--- src/include/shutdown_pkg.sv ---
package shutdown_pkg;

    // ----------------------------------------------------------------
    // Timing
    // ----------------------------------------------------------------
    localparam int CLOCK_HZ = 10_000_000;
    localparam int SYNC_PULSE_NS = 500;
    localparam int SYNC_PULSE_CYCLES = (SYNC_PULSE_NS * (CLOCK_HZ / 1_000_000) + 999) / 1000;
    localparam int VOFF_SETTLE_MIN_MS = 90;
    localparam int VOFF_SETTLE_CYCLES = VOFF_SETTLE_MIN_MS * (CLOCK_HZ / 1000);
    localparam int RESTART_EXTRA_MS = 136;
    localparam int RESTART_EXTRA_CYCLES = RESTART_EXTRA_MS * (CLOCK_HZ / 1000);
    localparam int SYNC_LOSS_CYCLES = 64;

    // ----------------------------------------------------------------
    // Field positions
    // ----------------------------------------------------------------
    localparam int CHCFG_NO_DECAY_WAIT = 0;
    localparam int CHCFG_SHARE_CLK_REQ = 2;
    localparam int GCFG_EXT_CLK_REQ = 4;
    localparam int PAD_SYNC_DRIVER = 10;
    localparam int COMP_RES_LSB = 0;
    localparam int COMP_GM_LSB = 5;
    localparam int GAIN_LSB = 5;

    // ----------------------------------------------------------------
    // Reset values
    // ----------------------------------------------------------------
    localparam logic [7:0] COMP_RESET = 8'h00;
    localparam logic [7:0] PWM_CONFIG_RESET = 8'h00;

    typedef enum logic [2:0] {
        ST_OFF = 3'b000,
        ST_RAMP_UP = 3'b001,
        ST_ACTIVE = 3'b010,
        ST_OFF_WAIT = 3'b011,
        ST_FALL = 3'b100,
        ST_DISCHARGE = 3'b101,
        ST_RETRY = 3'b110,
        ST_LATCHED = 3'b111
    } chan_state_e;

endpackage

--- src/include/sync_if.sv ---
`timescale 1ns/1ps
`default_nettype none
interface sync_if;
    logic syncIn;
    logic masterEnable;
    logic periodPulse;
    logic syncOe_n;
    logic syncDriving;
    logic extClockPresent;
    modport engine (input syncIn, input masterEnable, input periodPulse,
        output syncOe_n, output syncDriving, output extClockPresent);
    modport user (output syncIn, output masterEnable, output periodPulse,
        input syncOe_n, input syncDriving, input extClockPresent);
endinterface
`default_nettype wire

--- src/sync_master.sv ---
`timescale 1ns/1ps
`default_nettype none
module sync_master (
    input wire logic clock,
    input wire logic rst_n,
    sync_if.engine sif
);
    typedef struct packed {
        logic [7:0] pulseCnt;
        logic [7:0] quietCnt;
        logic lost;
        logic syncPrev;
    } sync_state_s;

    sync_state_s state_reg;
    sync_state_s state_next;

    // ----------------------------------------------------------------
    // Drive, arbitration and presence detection
    // ----------------------------------------------------------------
    always_comb begin
        state_next = state_reg;
        state_next.syncPrev = sif.syncIn;
        if (state_reg.pulseCnt != 8'h00) begin
            state_next.pulseCnt = state_reg.pulseCnt - 8'h01;
        end else if (sif.periodPulse && sif.masterEnable && !state_reg.lost) begin
            state_next.pulseCnt = 8'(shutdown_pkg::SYNC_PULSE_CYCLES);
        end
        // Foreign fall while quiet: another master won
        if (state_reg.syncPrev && !sif.syncIn && state_reg.pulseCnt == 8'h00) begin
            state_next.quietCnt = 8'h00;
            state_next.lost = 1'b1;
        end else if (state_reg.quietCnt != 8'(shutdown_pkg::SYNC_LOSS_CYCLES)) begin
            state_next.quietCnt = state_reg.quietCnt + 8'h01;
        end else begin
            state_next.lost = 1'b0;
        end
        if (!sif.masterEnable) begin
            state_next.pulseCnt = 8'h00;
        end
    end

    always_ff @(posedge clock or negedge rst_n) begin
        if (!rst_n) begin
            state_reg <= '0;
        end else begin
            state_reg <= state_next;
        end
    end

    // Low enable pulls the open-drain line low
    assign sif.syncOe_n = (state_reg.pulseCnt == 8'h00);
    assign sif.syncDriving = sif.masterEnable && !state_reg.lost;
    assign sif.extClockPresent = state_reg.quietCnt != 8'(shutdown_pkg::SYNC_LOSS_CYCLES) && state_reg.lost;
endmodule // sync_master
`default_nettype wire

--- src/channel_shutdown_retry_sync_control.sv ---
// Behaviour
// - Continuous shutdown waits turn-off delay, then ramps down sinking current.
// - Discontinuous shutdown never sinks load current.
// - Fault, lost shared clock, low input or inhibit fault pin stop switching at once.
// - Run low or off command move ramp-up or active into shutdown; fault goes to retry or latch-off.
// - Discharge variant switches until below off threshold, then stops 90-300 ms later.
// - Retry mode holds channel off for retry wait, then restarts.
// - Base variant retry waits longer of delay or decay below 12.5 percent.
// - Discharge variant, bit 0 clear: wait for decay too; warn if decay too long.
// - Bit 0 set: retry wait alone, restart into pre-bias, no warning.
// - Shared fault pin: each channel's own output decay sets its retry wait.
// - Latch-off holds channel off until run toggles or off/on command.
// - Start in discontinuous mode, then run in commanded mode.
// - Input overvoltage reading turns the channel off.
// - Compensation low five bits pick resistor, upper three the transconductance.
// - Two-bit field picks input sense gain 2x, 4x or 8x.
// - As master, pull sync low 500 ns each switching period.
// - Among competing masters one keeps driving, others drop out.
// - Flag external sync when present; internal period counter always runs, never locked to it.
// - Global bit 4 set forbids starting to switch without an external clock.
// - Pad status bit 10 shows the sync driver state.
// - Channel phase sets delay from the internal period counter wrap to top switch on.
// - Frequency and phase writes accepted only while both channels are off.
// - Run held low for at least turn-off delay plus fall plus 136 ms.
`timescale 1ns/1ps
`default_nettype none
module channel_shutdown_retry_sync_control #(
    parameter int CHANNELS = 2,
    parameter bit DISCHARGE_VARIANT = 1'b0,
    parameter int VOFF_SETTLE = shutdown_pkg::VOFF_SETTLE_CYCLES,
    parameter int RESTART_EXTRA = shutdown_pkg::RESTART_EXTRA_CYCLES
) (
    input wire logic clock,
    input wire logic rst_n,
    // Per-channel control, same clock domain
    input wire logic [CHANNELS-1:0] opOn,
    input wire logic [CHANNELS-1:0] faultDetected,
    input wire logic [CHANNELS-1:0] faultPinLow,
    input wire logic [CHANNELS-1:0] inhibitResponse,
    input wire logic [CHANNELS-1:0] latchOff,
    input wire logic [CHANNELS-1:0] vinOverLimit,
    input wire logic vinBelowOff,
    input wire logic [CHANNELS-1:0] belowEighth,
    input wire logic [CHANNELS-1:0] belowVoffThreshold,
    input wire logic [CHANNELS-1:0] rampDone,
    input wire logic [CHANNELS-1:0] forcedContinuous,
    input wire logic [7:0] channelConfig [CHANNELS],
    input wire logic [7:0] globalConfig,
    input wire logic [23:0] turnOffWait [CHANNELS],
    input wire logic [23:0] rampDownTime [CHANNELS],
    input wire logic [31:0] retryWait [CHANNELS],
    input wire logic [31:0] restartHold [CHANNELS],
    input wire logic [31:0] turnOffMaxWarnLimit [CHANNELS],
    // Pins
    input wire logic [CHANNELS-1:0] runIn,
    output logic [CHANNELS-1:0] runOut,
    output logic [CHANNELS-1:0] runOe_n,
    input wire logic shareClkIn,
    input wire logic syncIn,
    output logic syncOut,
    output logic syncOe_n,
    // Switching clock configuration
    input wire logic syncMasterCfg,
    input wire logic [15:0] periodCycles,
    input wire logic [15:0] phaseCycles [CHANNELS],
    input wire logic cfgWrite,
    input wire logic [7:0] pwmConfigIn,
    input wire logic [7:0] compWrite,
    input wire logic compWriteEn,
    // Outputs to the power stage
    output logic [CHANNELS-1:0] switching,
    output logic [CHANNELS-1:0] sinkEnable,
    output logic [CHANNELS-1:0] continuousMode,
    output logic [CHANNELS-1:0] topSwitchSet,
    output logic [CHANNELS-1:0] turnOffMaxWarn,
    output logic [4:0] compResistor,
    output logic [2:0] errorAmpGm,
    output logic [1:0] inputSenseGain,
    output logic [7:0] loop_compensation_setting,
    output logic [7:0] pwmPhaseConfig,
    output logic [15:0] padStatusWord,
    output logic cfgRefused
);
    typedef struct packed {
        shutdown_pkg::chan_state_e st;
        logic [31:0] timer;
        logic [31:0] decayCnt;
        logic [31:0] holdCnt;
        logic waitDone;
        logic decayDone;
        logic runPrev;
        logic latchedRunSeen;
        logic warn;
        logic mode;
    } chan_s;

    typedef struct packed {
        chan_s [CHANNELS-1:0] ch;
        logic [15:0] periodCnt;
        logic [7:0] comp;
        logic [7:0] pwmCfg;
        logic refused;
        logic [1:0] shareSync;
        logic [1:0] syncSync;
        logic [CHANNELS*2-1:0] runSync;
        logic [7:0] shareQuiet;
        logic sharePrev;
    } state_s;

    state_s state_reg;
    state_s state_next;

    sync_if sif ();

    // ----------------------------------------------------------------
    // Helpers
    // ----------------------------------------------------------------
    function automatic logic [31:0] restartMin(input logic [23:0] toff, input logic [23:0] fall,
        input logic [31:0] cmd, input int extra);
        logic [31:0] floorVal;
        floorVal = 32'(toff) + 32'(fall) + 32'(extra);
        restartMin = (cmd > floorVal) ? cmd : floorVal;
    endfunction

    function automatic logic inOff(input shutdown_pkg::chan_state_e s);
        inOff = (s == shutdown_pkg::ST_OFF) || (s == shutdown_pkg::ST_RETRY) || (s == shutdown_pkg::ST_LATCHED);
    endfunction

    logic shareClkLost;
    logic allOff;

    assign shareClkLost = (state_reg.shareQuiet == 8'(shutdown_pkg::SYNC_LOSS_CYCLES));

    always_comb begin
        allOff = 1'b1;
        for (int i = 0; i < CHANNELS; i++) begin
            if (!inOff(state_reg.ch[i].st)) begin
                allOff = 1'b0;
            end
        end
    end

    // ----------------------------------------------------------------
    // Next state
    // ----------------------------------------------------------------
    always_comb begin
        logic runLvl;
        logic hardStop;
        logic softStop;
        logic enable;
        logic noWait;
        logic decayOk;
        state_next = state_reg;
        runLvl = 1'b0;
        hardStop = 1'b0;
        softStop = 1'b0;
        enable = 1'b0;
        noWait = 1'b0;
        decayOk = 1'b0;
        // Pins pass two flops before use
        state_next.shareSync = {state_reg.shareSync[0], shareClkIn};
        state_next.syncSync = {state_reg.syncSync[0], syncIn};
        for (int i = 0; i < CHANNELS; i++) begin
            state_next.runSync[2*i+1] = state_reg.runSync[2*i];
            state_next.runSync[2*i] = runIn[i];
        end
        state_next.sharePrev = state_reg.shareSync[1];
        if (state_reg.sharePrev != state_reg.shareSync[1]) begin
            state_next.shareQuiet = 8'h00;
        end else if (!shareClkLost) begin
            state_next.shareQuiet = state_reg.shareQuiet + 8'h01;
        end
        // Switching period counter
        if (state_reg.periodCnt >= periodCycles - 16'h0001) begin
            state_next.periodCnt = 16'h0000;
        end else begin
            state_next.periodCnt = state_reg.periodCnt + 16'h0001;
        end
        if (compWriteEn) begin
            state_next.comp = compWrite;
        end
        state_next.refused = 1'b0;
        if (cfgWrite) begin
            if (allOff) begin
                state_next.pwmCfg = pwmConfigIn;
            end else begin
                state_next.refused = 1'b1;
            end
        end

        for (int i = 0; i < CHANNELS; i++) begin
            runLvl = state_reg.runSync[2*i+1];
            noWait = channelConfig[i][shutdown_pkg::CHCFG_NO_DECAY_WAIT];
            // Fault pin stops the channel only with its inhibit response set; no decay is shared
            hardStop = faultDetected[i] || vinOverLimit[i] || vinBelowOff
                || (shareClkLost && channelConfig[i][shutdown_pkg::CHCFG_SHARE_CLK_REQ])
                || (faultPinLow[i] && inhibitResponse[i]);
            softStop = !runLvl || !opOn[i];
            enable = runLvl && opOn[i] && state_reg.ch[i].holdCnt == 32'h0
                && (!globalConfig[shutdown_pkg::GCFG_EXT_CLK_REQ] || sif.extClockPresent);
            decayOk = DISCHARGE_VARIANT ? (noWait || belowVoffThreshold[i]) : belowEighth[i];
            state_next.ch[i].runPrev = runLvl;
            if (state_reg.ch[i].holdCnt != 32'h0) begin
                state_next.ch[i].holdCnt = state_reg.ch[i].holdCnt - 32'h1;
            end
            if (state_reg.ch[i].runPrev && !runLvl) begin
                state_next.ch[i].holdCnt = restartMin(turnOffWait[i], rampDownTime[i],
                    restartHold[i], RESTART_EXTRA);
            end
            if (state_reg.ch[i].timer != 32'h0) begin
                state_next.ch[i].timer = state_reg.ch[i].timer - 32'h1;
            end
            case (state_reg.ch[i].st)
                shutdown_pkg::ST_OFF: begin
                    state_next.ch[i].mode = 1'b0;
                    if (enable) begin
                        state_next.ch[i].st = shutdown_pkg::ST_RAMP_UP;
                    end
                end
                shutdown_pkg::ST_RAMP_UP, shutdown_pkg::ST_ACTIVE: begin
                    if (state_reg.ch[i].st == shutdown_pkg::ST_RAMP_UP && rampDone[i]) begin
                        state_next.ch[i].st = shutdown_pkg::ST_ACTIVE;
                        state_next.ch[i].mode = forcedContinuous[i];
                    end
                    if (softStop) begin
                        state_next.ch[i].timer = 32'(turnOffWait[i]);
                        state_next.ch[i].st = shutdown_pkg::ST_OFF_WAIT;
                    end
                end
                shutdown_pkg::ST_OFF_WAIT: begin
                    if (state_reg.ch[i].timer == 32'h0) begin
                        state_next.ch[i].timer = 32'(rampDownTime[i]);
                        state_next.ch[i].st = shutdown_pkg::ST_FALL;
                    end
                end
                shutdown_pkg::ST_FALL: begin
                    if (state_reg.ch[i].timer == 32'h0) begin
                        if (DISCHARGE_VARIANT) begin
                            state_next.ch[i].st = shutdown_pkg::ST_DISCHARGE;
                        end else begin
                            state_next.ch[i].st = shutdown_pkg::ST_OFF;
                        end
                    end
                end
                shutdown_pkg::ST_DISCHARGE: begin
                    // Settling starts once output reads low
                    if (!belowVoffThreshold[i]) begin
                        state_next.ch[i].timer = 32'(VOFF_SETTLE);
                    end else if (state_reg.ch[i].timer == 32'h0) begin
                        state_next.ch[i].st = shutdown_pkg::ST_OFF;
                    end
                end
                shutdown_pkg::ST_RETRY: begin
                    if (state_reg.ch[i].timer == 32'h0) begin
                        state_next.ch[i].waitDone = 1'b1;
                    end
                    if (decayOk) begin
                        state_next.ch[i].decayDone = 1'b1;
                    end else begin
                        state_next.ch[i].decayCnt = state_reg.ch[i].decayCnt + 32'h1;
                    end
                    if (DISCHARGE_VARIANT && !noWait && !decayOk
                            && state_reg.ch[i].decayCnt >= turnOffMaxWarnLimit[i]) begin
                        state_next.ch[i].warn = 1'b1;
                    end
                    if (state_reg.ch[i].waitDone && state_reg.ch[i].decayDone) begin
                        state_next.ch[i].waitDone = 1'b0;
                        state_next.ch[i].decayDone = 1'b0;
                        state_next.ch[i].st = shutdown_pkg::ST_OFF;
                    end
                end
                shutdown_pkg::ST_LATCHED: begin
                    if (softStop) begin
                        state_next.ch[i].latchedRunSeen = 1'b1;
                    end else if (state_reg.ch[i].latchedRunSeen) begin
                        state_next.ch[i].latchedRunSeen = 1'b0;
                        state_next.ch[i].st = shutdown_pkg::ST_OFF;
                    end
                end
                default: begin
                    state_next.ch[i].st = shutdown_pkg::ST_OFF;
                end
            endcase
            // Faults stop any switching state
            if (hardStop && !inOff(state_reg.ch[i].st)) begin
                state_next.ch[i].decayCnt = 32'h0;
                state_next.ch[i].timer = retryWait[i];
                state_next.ch[i].st = latchOff[i] ? shutdown_pkg::ST_LATCHED
                    : shutdown_pkg::ST_RETRY;
            end
        end
    end

    always_ff @(posedge clock or negedge rst_n) begin
        if (!rst_n) begin
            state_reg <= '0;
            state_reg.comp <= shutdown_pkg::COMP_RESET;
            state_reg.pwmCfg <= shutdown_pkg::PWM_CONFIG_RESET;
            state_reg.shareSync <= 2'b11;
            state_reg.syncSync <= 2'b11;
        end else begin
            state_reg <= state_next;
        end
    end

    // ----------------------------------------------------------------
    // Sync line engine
    // ----------------------------------------------------------------
    assign sif.syncIn = state_reg.syncSync[1];
    assign sif.masterEnable = syncMasterCfg;
    assign sif.periodPulse = (state_reg.periodCnt == 16'h0000);

    sync_master u_sync (
        .clock(clock),
        .rst_n(rst_n),
        .sif(sif.engine)
    );

    assign syncOut = 1'b0;
    assign syncOe_n = sif.syncOe_n;

    // ----------------------------------------------------------------
    // Channel outputs
    // ----------------------------------------------------------------
    genvar g;
    generate
        for (g = 0; g < CHANNELS; g++) begin : gen_out
            assign switching[g] = !inOff(state_reg.ch[g].st);
            assign sinkEnable[g] = state_reg.ch[g].mode
                && (state_reg.ch[g].st == shutdown_pkg::ST_FALL
                || state_reg.ch[g].st == shutdown_pkg::ST_DISCHARGE);
            assign continuousMode[g] = state_reg.ch[g].mode;
            // Top switch turns on at the phase offset
            assign topSwitchSet[g] = switching[g] && (state_reg.periodCnt == phaseCycles[g]);
            assign turnOffMaxWarn[g] = state_reg.ch[g].warn;
            assign runOut[g] = 1'b0;
            assign runOe_n[g] = (state_reg.ch[g].holdCnt == 32'h0);
        end
    endgenerate

    assign compResistor = state_reg.comp[shutdown_pkg::COMP_RES_LSB +: 5];
    assign errorAmpGm = state_reg.comp[shutdown_pkg::COMP_GM_LSB +: 3];
    assign inputSenseGain = state_reg.pwmCfg[shutdown_pkg::GAIN_LSB +: 2];
    assign loop_compensation_setting = state_reg.comp;
    assign pwmPhaseConfig = state_reg.pwmCfg;
    assign cfgRefused = state_reg.refused;

    always_comb begin
        padStatusWord = 16'h0000;
        padStatusWord[shutdown_pkg::PAD_SYNC_DRIVER] = sif.syncDriving;
    end
endmodule // channel_shutdown_retry_sync_control
`default_nettype wire

--- config.mk ---
export PLATFORM = sky130hd
export DESIGN_NAME = channel_shutdown_retry_sync_control
export DESIGN_NICKNAME = d
export VERILOG_FILES = /design/src/include/shutdown_pkg.sv /design/src/include/sync_if.sv /design/src/sync_master.sv /design/src/channel_shutdown_retry_sync_control.sv
export SDC_FILE = /design/constraint.sdc
export NUM_CORES = 1
export LEC_CHECK = 0
export BUFFER_PORTS_ARGS = -buffer_cell sky130_fd_sc_hd__buf_2
export CORE_UTILIZATION = 50
export CTS_CLUSTER_DIAMETER = 60
export DETAILED_ROUTE_END_ITERATION = 8
export PLACE_DENSITY = 0.78
export SETUP_SLACK_MARGIN = 0.1
export SLEW_MARGIN = 30
export SYNTH_ARGS = -nofsm -noshare
export SYNTH_HDL_FRONTEND = slang
export SYNTH_HIERARCHICAL = 1
export SYNTH_SLANG_ARGS = --single-unit
--- constraint.sdc ---
create_clock -name clock -period 3.1 [get_ports clock]
set_input_delay 0.465 -clock clock [delete_from_list [all_inputs] [get_ports clock]]
set_output_delay 0.465 -clock clock [all_outputs]
set_load 0.02 [all_outputs]
==> flow_results.org, run 1 <==
** Status
- Run status :: finished with violations
- Failing checks :: setup timing

** CTS
- TritonCTS built the clock tree.
- Clock sink count :: around 210
- Counting along the longest clock path gives a buffer depth of 3.
- CTS built an H-tree with a depth of 1.
- Clock latency of the later-clocked register in the worst-skew pair :: 0.55 ns
- The cell sitting at the root of the clock tree is a sky130_fd_sc_hd__clkbuf_16.
- CTS clock-pin slew for the worst setup and hold paths :: 0.06 ns
- Counting the buffers created by CTS gives 26.

** Cells and area
- Filler instances :: 2336
- # nets final :: 3291
- From synthesis to final layout, the design area changed by 40.2%.
- The register with the most flip-flops in the layout has between 150 and 200 of them.
- In the final layout, the share of cells above drive strength 1 is 0.375.

** Run
- Max-cap violations in this run came to 0.

** Logic synthesis
- Netlist Area Pre-Place :: around 18000 sq um
- By count the netlist is led by 208 x sky130_fd_sc_hd__dfrtp_1, 185 x sky130_fd_sc_hd__nor2_1, 177 x sky130_fd_sc_hd__ha_1, 170 x sky130_fd_sc_hd__nand2_1, 125 x sky130_fd_sc_hd__a21oi_1.
- Number of register bits inferred by synthesis :: ~210
- By area the synthesized netlist is led by sky130_fd_sc_hd__dfrtp_1 29%, sky130_fd_sc_hd__ha_1 12%, sky130_fd_sc_hd__xor2_1 5.9%.
- Distinct cells, synth :: 90
- Mapped Avg Cell Area :: 8.61 sq um
- Synthesized instance count :: 2074
- Most area-hungry cell type in the Yosys netlist :: sky130_fd_sc_hd__dfrtp_1
- Proportion of synthesized flip-flops having asynchronous set or reset :: 1.00
- Post-synth EDFFs :: 0
- In the synthesized netlist the dominant register cell turns out to be sky130_fd_sc_hd__dfrtp_1.
- Of the synthesized area, sequential elements account for 0.298.
- The share of synthesized area in the top cell type comes to 0.292.
- For this run, the number of Yosys warnings is 6.
- Most common cell in the netlist :: sky130_fd_sc_hd__dfrtp_1

** Place
- Final weighted congestion in routability-driven placement :: 0.972
- The HPWL after detailed placement is 43.3 mm.
- Count of buffers inserted at the top-level ports :: 359

** STA
- Static timing analysis puts the maximum clock frequency at 233 MHz.
- Setup violations remaining at the end of the flow were counted as 55.
- Across all hold checks on the routed design, the worst slack comes to 0.0253 ns.
- Worst setup margin :: -1.19 ns
- Counting I/O delays and the setup requirement, the final critical path takes 4.29 ns.
- Dividing the final minimum period by the clock period gives 1.38.
- On the final layout, the worst clock skew is 0.0220 ns.
- The hold violation count in the final report came to 0.
- Unrepaired setup endpoints after global routing :: true
- Worst-margin pin slew :: between 0.8 and 0.9 ns
- Max Slew Vio Count :: 0
- Worst max-slew margin expressed relative to the limit :: 0.424

** Global route
- The first global-routing pass estimated 94.0 mm of wire.
- The number of global-route vias before repair was 19000.
- Largest net degree at the start of global routing :: 88
- The total overflow left after global routing is 0.
- The number of antenna violations at the first check in global routing came to 13.
- Overall global routing resource usage :: 0.321

** Power and ir drop
- The completed layout was analyzed and its total power is 0.0159 W.
- Maximum VDD drop :: between 0.0004 and 0.0005 V
- Static leakage power :: 11.8 nW
- Pwr dens :: 634 nW/um^2

** Min path
- The worst hold path belongs to the class in -> reg.

** Floorplanning
- Starting density of the core :: 0.513
- Chip width :: 191 microns
- Die ar. :: 36500 sq um
- I/O pin count :: 465
- Chip height :: 191 microns
- The floorplan has 68 rows.
- Placeable core region :: 34800 sq um

** Detailed routing
- The routed design has about 66 mm of wire.
- Number of remaining DRC errors :: 0
- The first TritonRoute pass finished after 6 iterations.
- Vias :: between 15000 and 20000
- Dividing the detail-routed wire length by the instance count gives a little over 20 microns.
- Vias per Instance :: 6.12
- Routed Antenna Nets :: 0
- Starting DRC count in detailed routing :: 1439

** Critical path
- Data on the critical path is required at its endpoint by 3.58 ns.
- STA classifies the critical path endpoint as a flop.
- Data arrives at the worst endpoint at 4.77 ns.
- Worst setup path class :: in -> reg
- Of all nets on the critical path, the largest fanout is 7.
- CP startpoint kind :: input port
[cells by family (layout without fill, tap and decap cells)]
group / Yosys count / in the layout / synth area share
AO/OA/AOI/OAI: 487 / 487 / 0.182
XOR/XNOR: 225 / 225 / 0.110
adder cells (fa/ha/maj): 179 / 179 / 0.126
buffers and inverters: 238 / 870 / 0.0618
flip-flops: 212 / 212 / 0.298
multiplexers: 45 / 45 / 0.0269
other: 1 / 27 / 0.000210
AND/OR/NAND/NOR: 687 / 688 / 0.195
[metrics by stage]
stage	TNS [ns]	instances	util	area, sq um	setup slack, ns
after global routing	-65.17	3184	0.719	25000	-1.37
final	-57.90	3188	0.719	25000	-1.19
after CTS	-45.31	3154	0.693	24100	-0.958
after global placement	-84.05	3055	0.634	22100	-1.72
after detailed placement	-93.09	3055	0.634	22100	-1.88
after floorplan	-56.50	2093	-	18300	-1.21
[final cells by class]
type / instances / area [sq um] / area share
multi-input combinational: 1644 / 13000 / 0.520
timing repair buffer: 717 / 4860 / 0.194
clock inverter: 13 / 130 / 0.00520
antenna: 7 / 17.5 / 0.000700
tap: 455 / 569 / 0.0227
inverter: 105 / 402 / 0.0160
sequential: 212 / 5310 / 0.212
clock buffer: 35 / 714 / 0.0285
[routing by layer]
metal	GRT usage	routed length, microns
met4	0.162	4060
met5	0	71
met2	0.561	31900
met1	0.376	23700
met3	0.0573	5850
[layout by cell type, fill, tap and decap left out, types with 12 or more instances in the layout]
| master | synthesis | routed |
|---|---|---|
| sky130_fd_sc_hd__buf_2 | 12 | 349 |
| sky130_fd_sc_hd__buf_4 | 50 | 318 |
| sky130_fd_sc_hd__dfrtp_1 | 208 | 208 |
| sky130_fd_sc_hd__nor2_1 | 185 | 171 |
| sky130_fd_sc_hd__nand2_1 | 170 | 155 |
| sky130_fd_sc_hd__ha_1 | 177 | 140 |
| sky130_fd_sc_hd__xor2_1 | 120 | 118 |
| sky130_fd_sc_hd__xnor2_1 | 105 | 101 |
| sky130_fd_sc_hd__a21oi_1 | 125 | 99 |
| sky130_fd_sc_hd__inv_1 | 103 | 96 |
| sky130_fd_sc_hd__o21ai_0 | 87 | 61 |
| sky130_fd_sc_hd__nor3_1 | 66 | 61 |
| sky130_fd_sc_hd__nand3_1 | 58 | 54 |
| sky130_fd_sc_hd__a221oi_1 | 43 | 42 |
| sky130_fd_sc_hd__a21o_1 | 40 | 39 |
| sky130_fd_sc_hd__ha_4 | 0 | 36 |
| sky130_fd_sc_hd__nor4_1 | 43 | 35 |
| sky130_fd_sc_hd__buf_6 | 1 | 29 |
| sky130_fd_sc_hd__clkbuf_16 | 0 | 26 |
| sky130_fd_sc_hd__or3_1 | 27 | 22 |
| sky130_fd_sc_hd__o22ai_1 | 22 | 20 |
| sky130_fd_sc_hd__conb_1 | 1 | 20 |
| sky130_fd_sc_hd__nand4_1 | 19 | 19 |
| sky130_fd_sc_hd__a21oi_2 | 0 | 19 |
| sky130_fd_sc_hd__mux2i_1 | 22 | 19 |
| sky130_fd_sc_hd__o211ai_1 | 19 | 19 |
| sky130_fd_sc_hd__o21ai_1 | 3 | 18 |
| sky130_fd_sc_hd__mux2_2 | 23 | 17 |
| sky130_fd_sc_hd__nand2b_1 | 17 | 15 |
| sky130_fd_sc_hd__nand2_2 | 2 | 15 |
| sky130_fd_sc_hd__o21a_1 | 14 | 14 |
| sky130_fd_sc_hd__o31ai_1 | 20 | 14 |
| sky130_fd_sc_hd__or4_1 | 15 | 12 |
[worst paths after layout]
check,startpoint,cells after the start,slack (ns),end
worst max-delay path,rampDownTime[24],23,-1.19,state_reg[70]$_DFFE_PN0P_
worst max register to register,state_reg[227]$_DFF_PN0_,9,0,state_reg[226]$_DFF_PN0_
worst min-delay path,shareClkIn,1,0.03,state_next[16]$_DFF_PN1_
worst min register to register,state_next[10]$_DFF_PN0_,0,0.35,state_next[53]$_DFF_PN0_
max in group asynchronous,rst_n,3,1.69,state_next[0]$_DFF_PN1_
min in group asynchronous,rst_n,2,0.52,loop_compensation_setting[0]$_DFFE_PN0P_
[power breakdown]
part           switching, W  internal, W  total, W  leakage [nW]
clock network       0.00125      0.00172   0.00296         0.408
logic               0.00453      0.00369   0.00822          8.85
registers           0.00103      0.00365   0.00468          2.54
[timing repair]
action | 4_1_cts | 5_1_grt
hold buffers | 2 | 0
endpoints found under the setup margin | 69 | 107
hold endpoints to repair | 71 | 0
pin swaps | 75 | 71
setup buffers | 45 | 28
gates resized for setup | 146 | 139
gates cloned | 4 | 1
[worst max-delay path, stage by stage]
cell and delay (ns):
sky130_fd_sc_hd__buf_2 0.12, sky130_fd_sc_hd__ha_1 0.21, sky130_fd_sc_hd__ha_4 0.17, sky130_fd_sc_hd__inv_2 0.05, sky130_fd_sc_hd__fa_2 0.19, sky130_fd_sc_hd__nor2b_2 0.04, sky130_fd_sc_hd__o31a_1 0.25, sky130_fd_sc_hd__o41a_1 0.39
sky130_fd_sc_hd__or2_4 0.28, sky130_fd_sc_hd__o31ai_4 0.20, sky130_fd_sc_hd__xor2_2 0.12, sky130_fd_sc_hd__ha_1 0.33, sky130_fd_sc_hd__nand3_2 0.11, sky130_fd_sc_hd__buf_4 0.15, sky130_fd_sc_hd__buf_4 0.13, sky130_fd_sc_hd__nor2_2 0.11
sky130_fd_sc_hd__nand3_2 0.13, sky130_fd_sc_hd__nor4_4 0.40, sky130_fd_sc_hd__o2bb2ai_4 0.17, sky130_fd_sc_hd__buf_12 0.18, sky130_fd_sc_hd__buf_8 0.14, sky130_fd_sc_hd__o211ai_1 0.21, sky130_fd_sc_hd__a21boi_2 0.21
No activity file was read; power rests on OpenSTA's default activity.
==> inputs of run 2 (changes only) <==
Settings changed: BUFFER_PORTS_ARGS -buffer_cell sky130_fd_sc_hd__buf_2 to -buffer_cell sky130_fd_sc_hd__buf_4, GPL_ROUTABILITY_DRIVEN set to 0.
==> run 2 against run 1 <==
  * The run still ends with setup timing left
  * Total power grew 4.9%
  * Critical path depth shrank 1
  * Sequential share of layout area shrank 0.55 points
  * First-iteration DRC count grew 13%
  * Combinational power grew 0.7%
  * Non-clock buffer count shrank 28
  * Highest routed layer unchanged
  * Via count shrank 0.44%
  * Clock skew grew 0.011 ns
  * Sequential cell count is the same
  * Fmax grew 0.47%
  * Hold slack gained 0.0035 ns
  * Cell area grew 2.7%
==> flow_results.org, run 2 (same netlist as run 1, synthesis figures left out) <==
** CTS
- The latest clock arrival within the worst-skew pair was 0.57 ns (+0.02 ns).
- TritonCTS built the clock tree.
- CTS H-Tree Depth :: 1 (unchanged)
- Clock root buffer :: sky130_fd_sc_hd__clkbuf_16
- Clock sink count :: 212 (unchanged)
- CTS clock-pin slew for the worst setup and hold paths :: 0.06 ns (about the same)
- The worst-case clock buffer depth is 3 (unchanged).
- Number of CTS-inserted buffers :: 29 (+12%)

** Run
- The reported max-cap violation count was 0 (unchanged).

** STA
- Final setup fails :: 55 (unchanged)
- Setup repair after global routing could not meet its margin everywhere.
- Clock skew after layout :: 0.0328 ns (+0.0108 ns)
- Achievable Freq :: 234 MHz (+0.47%)
- The max-slew violation total from the final report was 0 (unchanged).
- The worst slack on hold paths was 0.0288 ns (+0.00353 ns).
- Worst-margin pin slew :: 0.857 ns (-0.00584 ns)
- The worst slew margin relative to its limit came to 0.428 (+0.00390).
- Min cycle time layout :: 4.27 ns (-0.0200 ns)
- Worst setup margin :: -1.17 ns (+0.0200 ns)
- The fraction of the cycle the final worst path needs was 1.38 (-0.00645).
- Final hold violation count :: 0 (unchanged)

** Place
- Placed standard-cell area :: 22900 sq um (+3.7%)
- The number of cells in the design after placement was 3050 (-0.16%).
- Count of buffers inserted at the top-level ports :: 359 (unchanged)
- Setup slack after placement :: -1.75 ns (+0.132 ns)
- The detailed-placement wirelength estimate came to 44.3 mm (+2.3%).

** Global route
- The global-route usage over all layers came to 0.330 (+0.00902).
- First-pass GRT wire length :: 96.5 mm (+2.6%)
- Number of antenna violations at the first check in global routing :: 4 (-9)
- The number of global-route vias before repair was 19200 (+0.97%).
- The residual overflow from global routing is 0 (unchanged).
- Largest net degree at the start of global routing :: 91 (+3.4%)

** Cells and area
- Commonest cells after routing, fill and taps aside :: 655 x sky130_fd_sc_hd__buf_4, 208 x sky130_fd_sc_hd__dfrtp_1, 173 x sky130_fd_sc_hd__nor2_1, 166 x sky130_fd_sc_hd__nand2_1, 141 x sky130_fd_sc_hd__ha_1
- Synth-to-Final Area Change :: 44.0%
- Flip-flop count of the largest register after layout :: 167 (unchanged)
- The post-layout net count was 3265 (-0.79%).
- Area of all placed cells without fillers :: 25700 sq um (+2.7%)
- Most common cell after layout, fill and taps aside :: sky130_fd_sc_hd__buf_4
- The number of non-filler instances in the completed layout is 3160 (-0.88%).
- Filler instances :: 2291 (-1.9%)
- The fraction of final layout cells with drive strength greater than 1 came to 0.364 (-0.0112).

** Floorplanning
- The floorplan die height was 191 microns (unchanged).
- Die ar. :: 36500 sq um (unchanged)
- The area inside the core boundary came to 34800 sq um (unchanged).
- The floorplan row count was 68 (unchanged).
- The starting density of the core came to 0.513 (unchanged).
- Chip width :: 191 microns (unchanged)
- I/O pin count :: 465 (unchanged)

** Critical path
- In this design, the critical path's most frequently occurring cell is sky130_fd_sc_hd__ha_4.
- Critical-path cell with the highest stage delay :: sky130_fd_sc_hd__o41a_1
- The worst setup path is captured at a flop.
- The required time of the worst setup path was 3.54 ns (-0.04 ns).
- The most critical setup path has its endpoint at state_reg[61]$_DFFE_PN0P_.
- CP startpoint kind :: input port
- Startpoint of the lowest-slack register-to-register path :: state_reg[81]$_DFFE_PN0P_
- The depth of the worst register-to-register path is 9 (unchanged).
- The largest fanout on the critical path came to 8 (+1).
- The critical path starts at rampDownTime[25].
- The worst path arrival time was 4.71 ns (-0.06 ns).
- The worst setup path is of the in -> reg kind.
- Cells along the critical path :: buf_8 -> ha_4 -> ha_4 -> inv_2 -> fa_2 -> nor2b_4 -> o31a_1 -> o41a_1 -> o31ai_4 -> o31ai_2 -> xnor2_1 -> ha_1 -> a211o_1 -> o211ai_1 -> a21oi_2 -> a2111oi_4 -> o2bb2ai_4 -> buf_12 -> buf_16 -> nand2_1 -> o21a_1 -> o21ai_1
- Worst path max stage delay :: 0.48 ns (+0.08 ns)
- Reg2Reg Setup Slack :: 0.10 ns (+0.10 ns)
- Reg2Reg Capture Point :: state_reg[77]$_DFFE_PN0P_

** Power and ir drop
- The worst voltage drop across the vdd grid came to 0.000582 V (+27%).
- The ratio of total power to cell area was 647 nW/um^2 (+2.1%).
- The total design power is 0.0166 W (+4.9%).
- The leakage power is 12.0 nW (+1.9%).

** Min path
- The worst hold path belongs to the class in -> reg.

** Detailed routing
- Overall routed net length :: 65.3 mm (-0.36%)
- Routed Antenna Nets :: 0 (unchanged)
- Vias per Instance :: 6.15 (+0.44%)
- The remaining design rule violation count was 0 (unchanged).
- The average wire length per cell after detail routing was 20.7 microns (+0.52%).
- The starting DRC count in detailed routing is 1623 (+13%).
- The count of vias placed by the detailed router came to 19400 (-0.44%).
- The first-pass detailed-route iteration total came to 6 (unchanged).

** Status
- Run status :: finished with violations
- Failing checks :: setup timing
## run 2: cell count changes in the layout (fill, tap and decap cells not counted), moves of 6 or more
cell	previous run	this run
sky130_fd_sc_hd__nor2_4	9	3
sky130_fd_sc_hd__nand2_2	15	4
sky130_fd_sc_hd__buf_2	349	0
sky130_fd_sc_hd__buf_6	29	13
sky130_fd_sc_hd__buf_4	318	655
sky130_fd_sc_hd__nand2_1	155	166
## run 2: worst min path at each step
stage,depth (start not counted),from,slack [ns],end
final,1,runIn[1],0.03,state_next[12]$_DFF_PN0_
after floorplan,0,rst_n,0.17,cfgRefused$_DFF_PN0_
after CTS,1,runIn[0],0.01,state_next[10]$_DFF_PN0_
after global placement,0,state_next[10]$_DFF_PN0_,0.33,state_next[53]$_DFF_PN0_
after detailed placement,0,state_next[12]$_DFF_PN0_,0.34,state_next[158]$_DFF_PN0_
after global routing,1,runIn[1],0.01,state_next[12]$_DFF_PN0_
## run 2: routing by layer
layer | vias to the layer above | GRT usage | wire, microns
met5 | - | 0 | 4
li1 | 8673 | - | -
met3 | 326 | 0.0604 | 5550
met2 | 1146 | 0.585 | 32200
met1 | 9288 | 0.383 | 23800
met4 | 2 | 0.155 | 3820
## run 2: cell type report
type | instances | area, sq um | area share
clock buffers | 38 | 769 | 0.0299
well taps | 455 | 569 | 0.0222
inverters | 105 | 402 | 0.0156
multi-input cells | 1643 | 12900 | 0.502
diodes | 2 | 5.00 | 0.000195
repair buffers | 689 | 5470 | 0.213
clock inverters | 16 | 267 | 0.0104
flip-flops and latches | 212 | 5310 | 0.207
## run 2: critical path, delay by kind of cell
family | cells | cell delay, ns
compound gates | 11 | 2.51
fa+ha+maj | 4 | 0.90
buf+inv | 4 | 0.46
xor+xnor | 1 | 0.22
simple gates | 2 | 0.16
## run 2: repair_timing
| action | in CTS | in global routing |
|---|---|---|
| hold buffers | 2 | 0 |
| gates cloned | 6 | 0 |
| pin swaps | 82 | 62 |
| buffers inserted | 29 | 21 |
| resized for setup | 146 | 90 |
| hold endpoints to repair | 53 | 0 |
| endpoints found under the setup margin | 71 | 108 |
## run 2: power by group
group | switching, W | internal [W] | leakage (nW)
combinational | 0.00443 | 0.00385 | 9.00
sequential | 0.00107 | 0.00365 | 2.54
clock | 0.00137 | 0.00227 | 0.491
## run 2: through the flow
| stage | setup TNS (ns) | utilization |
|---|---|---|
| 2_1_floorplan | -56.50 | - |
| 3_3_place_gp | -80.65 | 0.658 |
| 3_5_place_dp | -89.53 | 0.658 |
| 4_1_cts | -45.27 | 0.722 |
| 5_1_grt | -63.09 | 0.738 |
| 6_report | -56.73 | 0.739 |
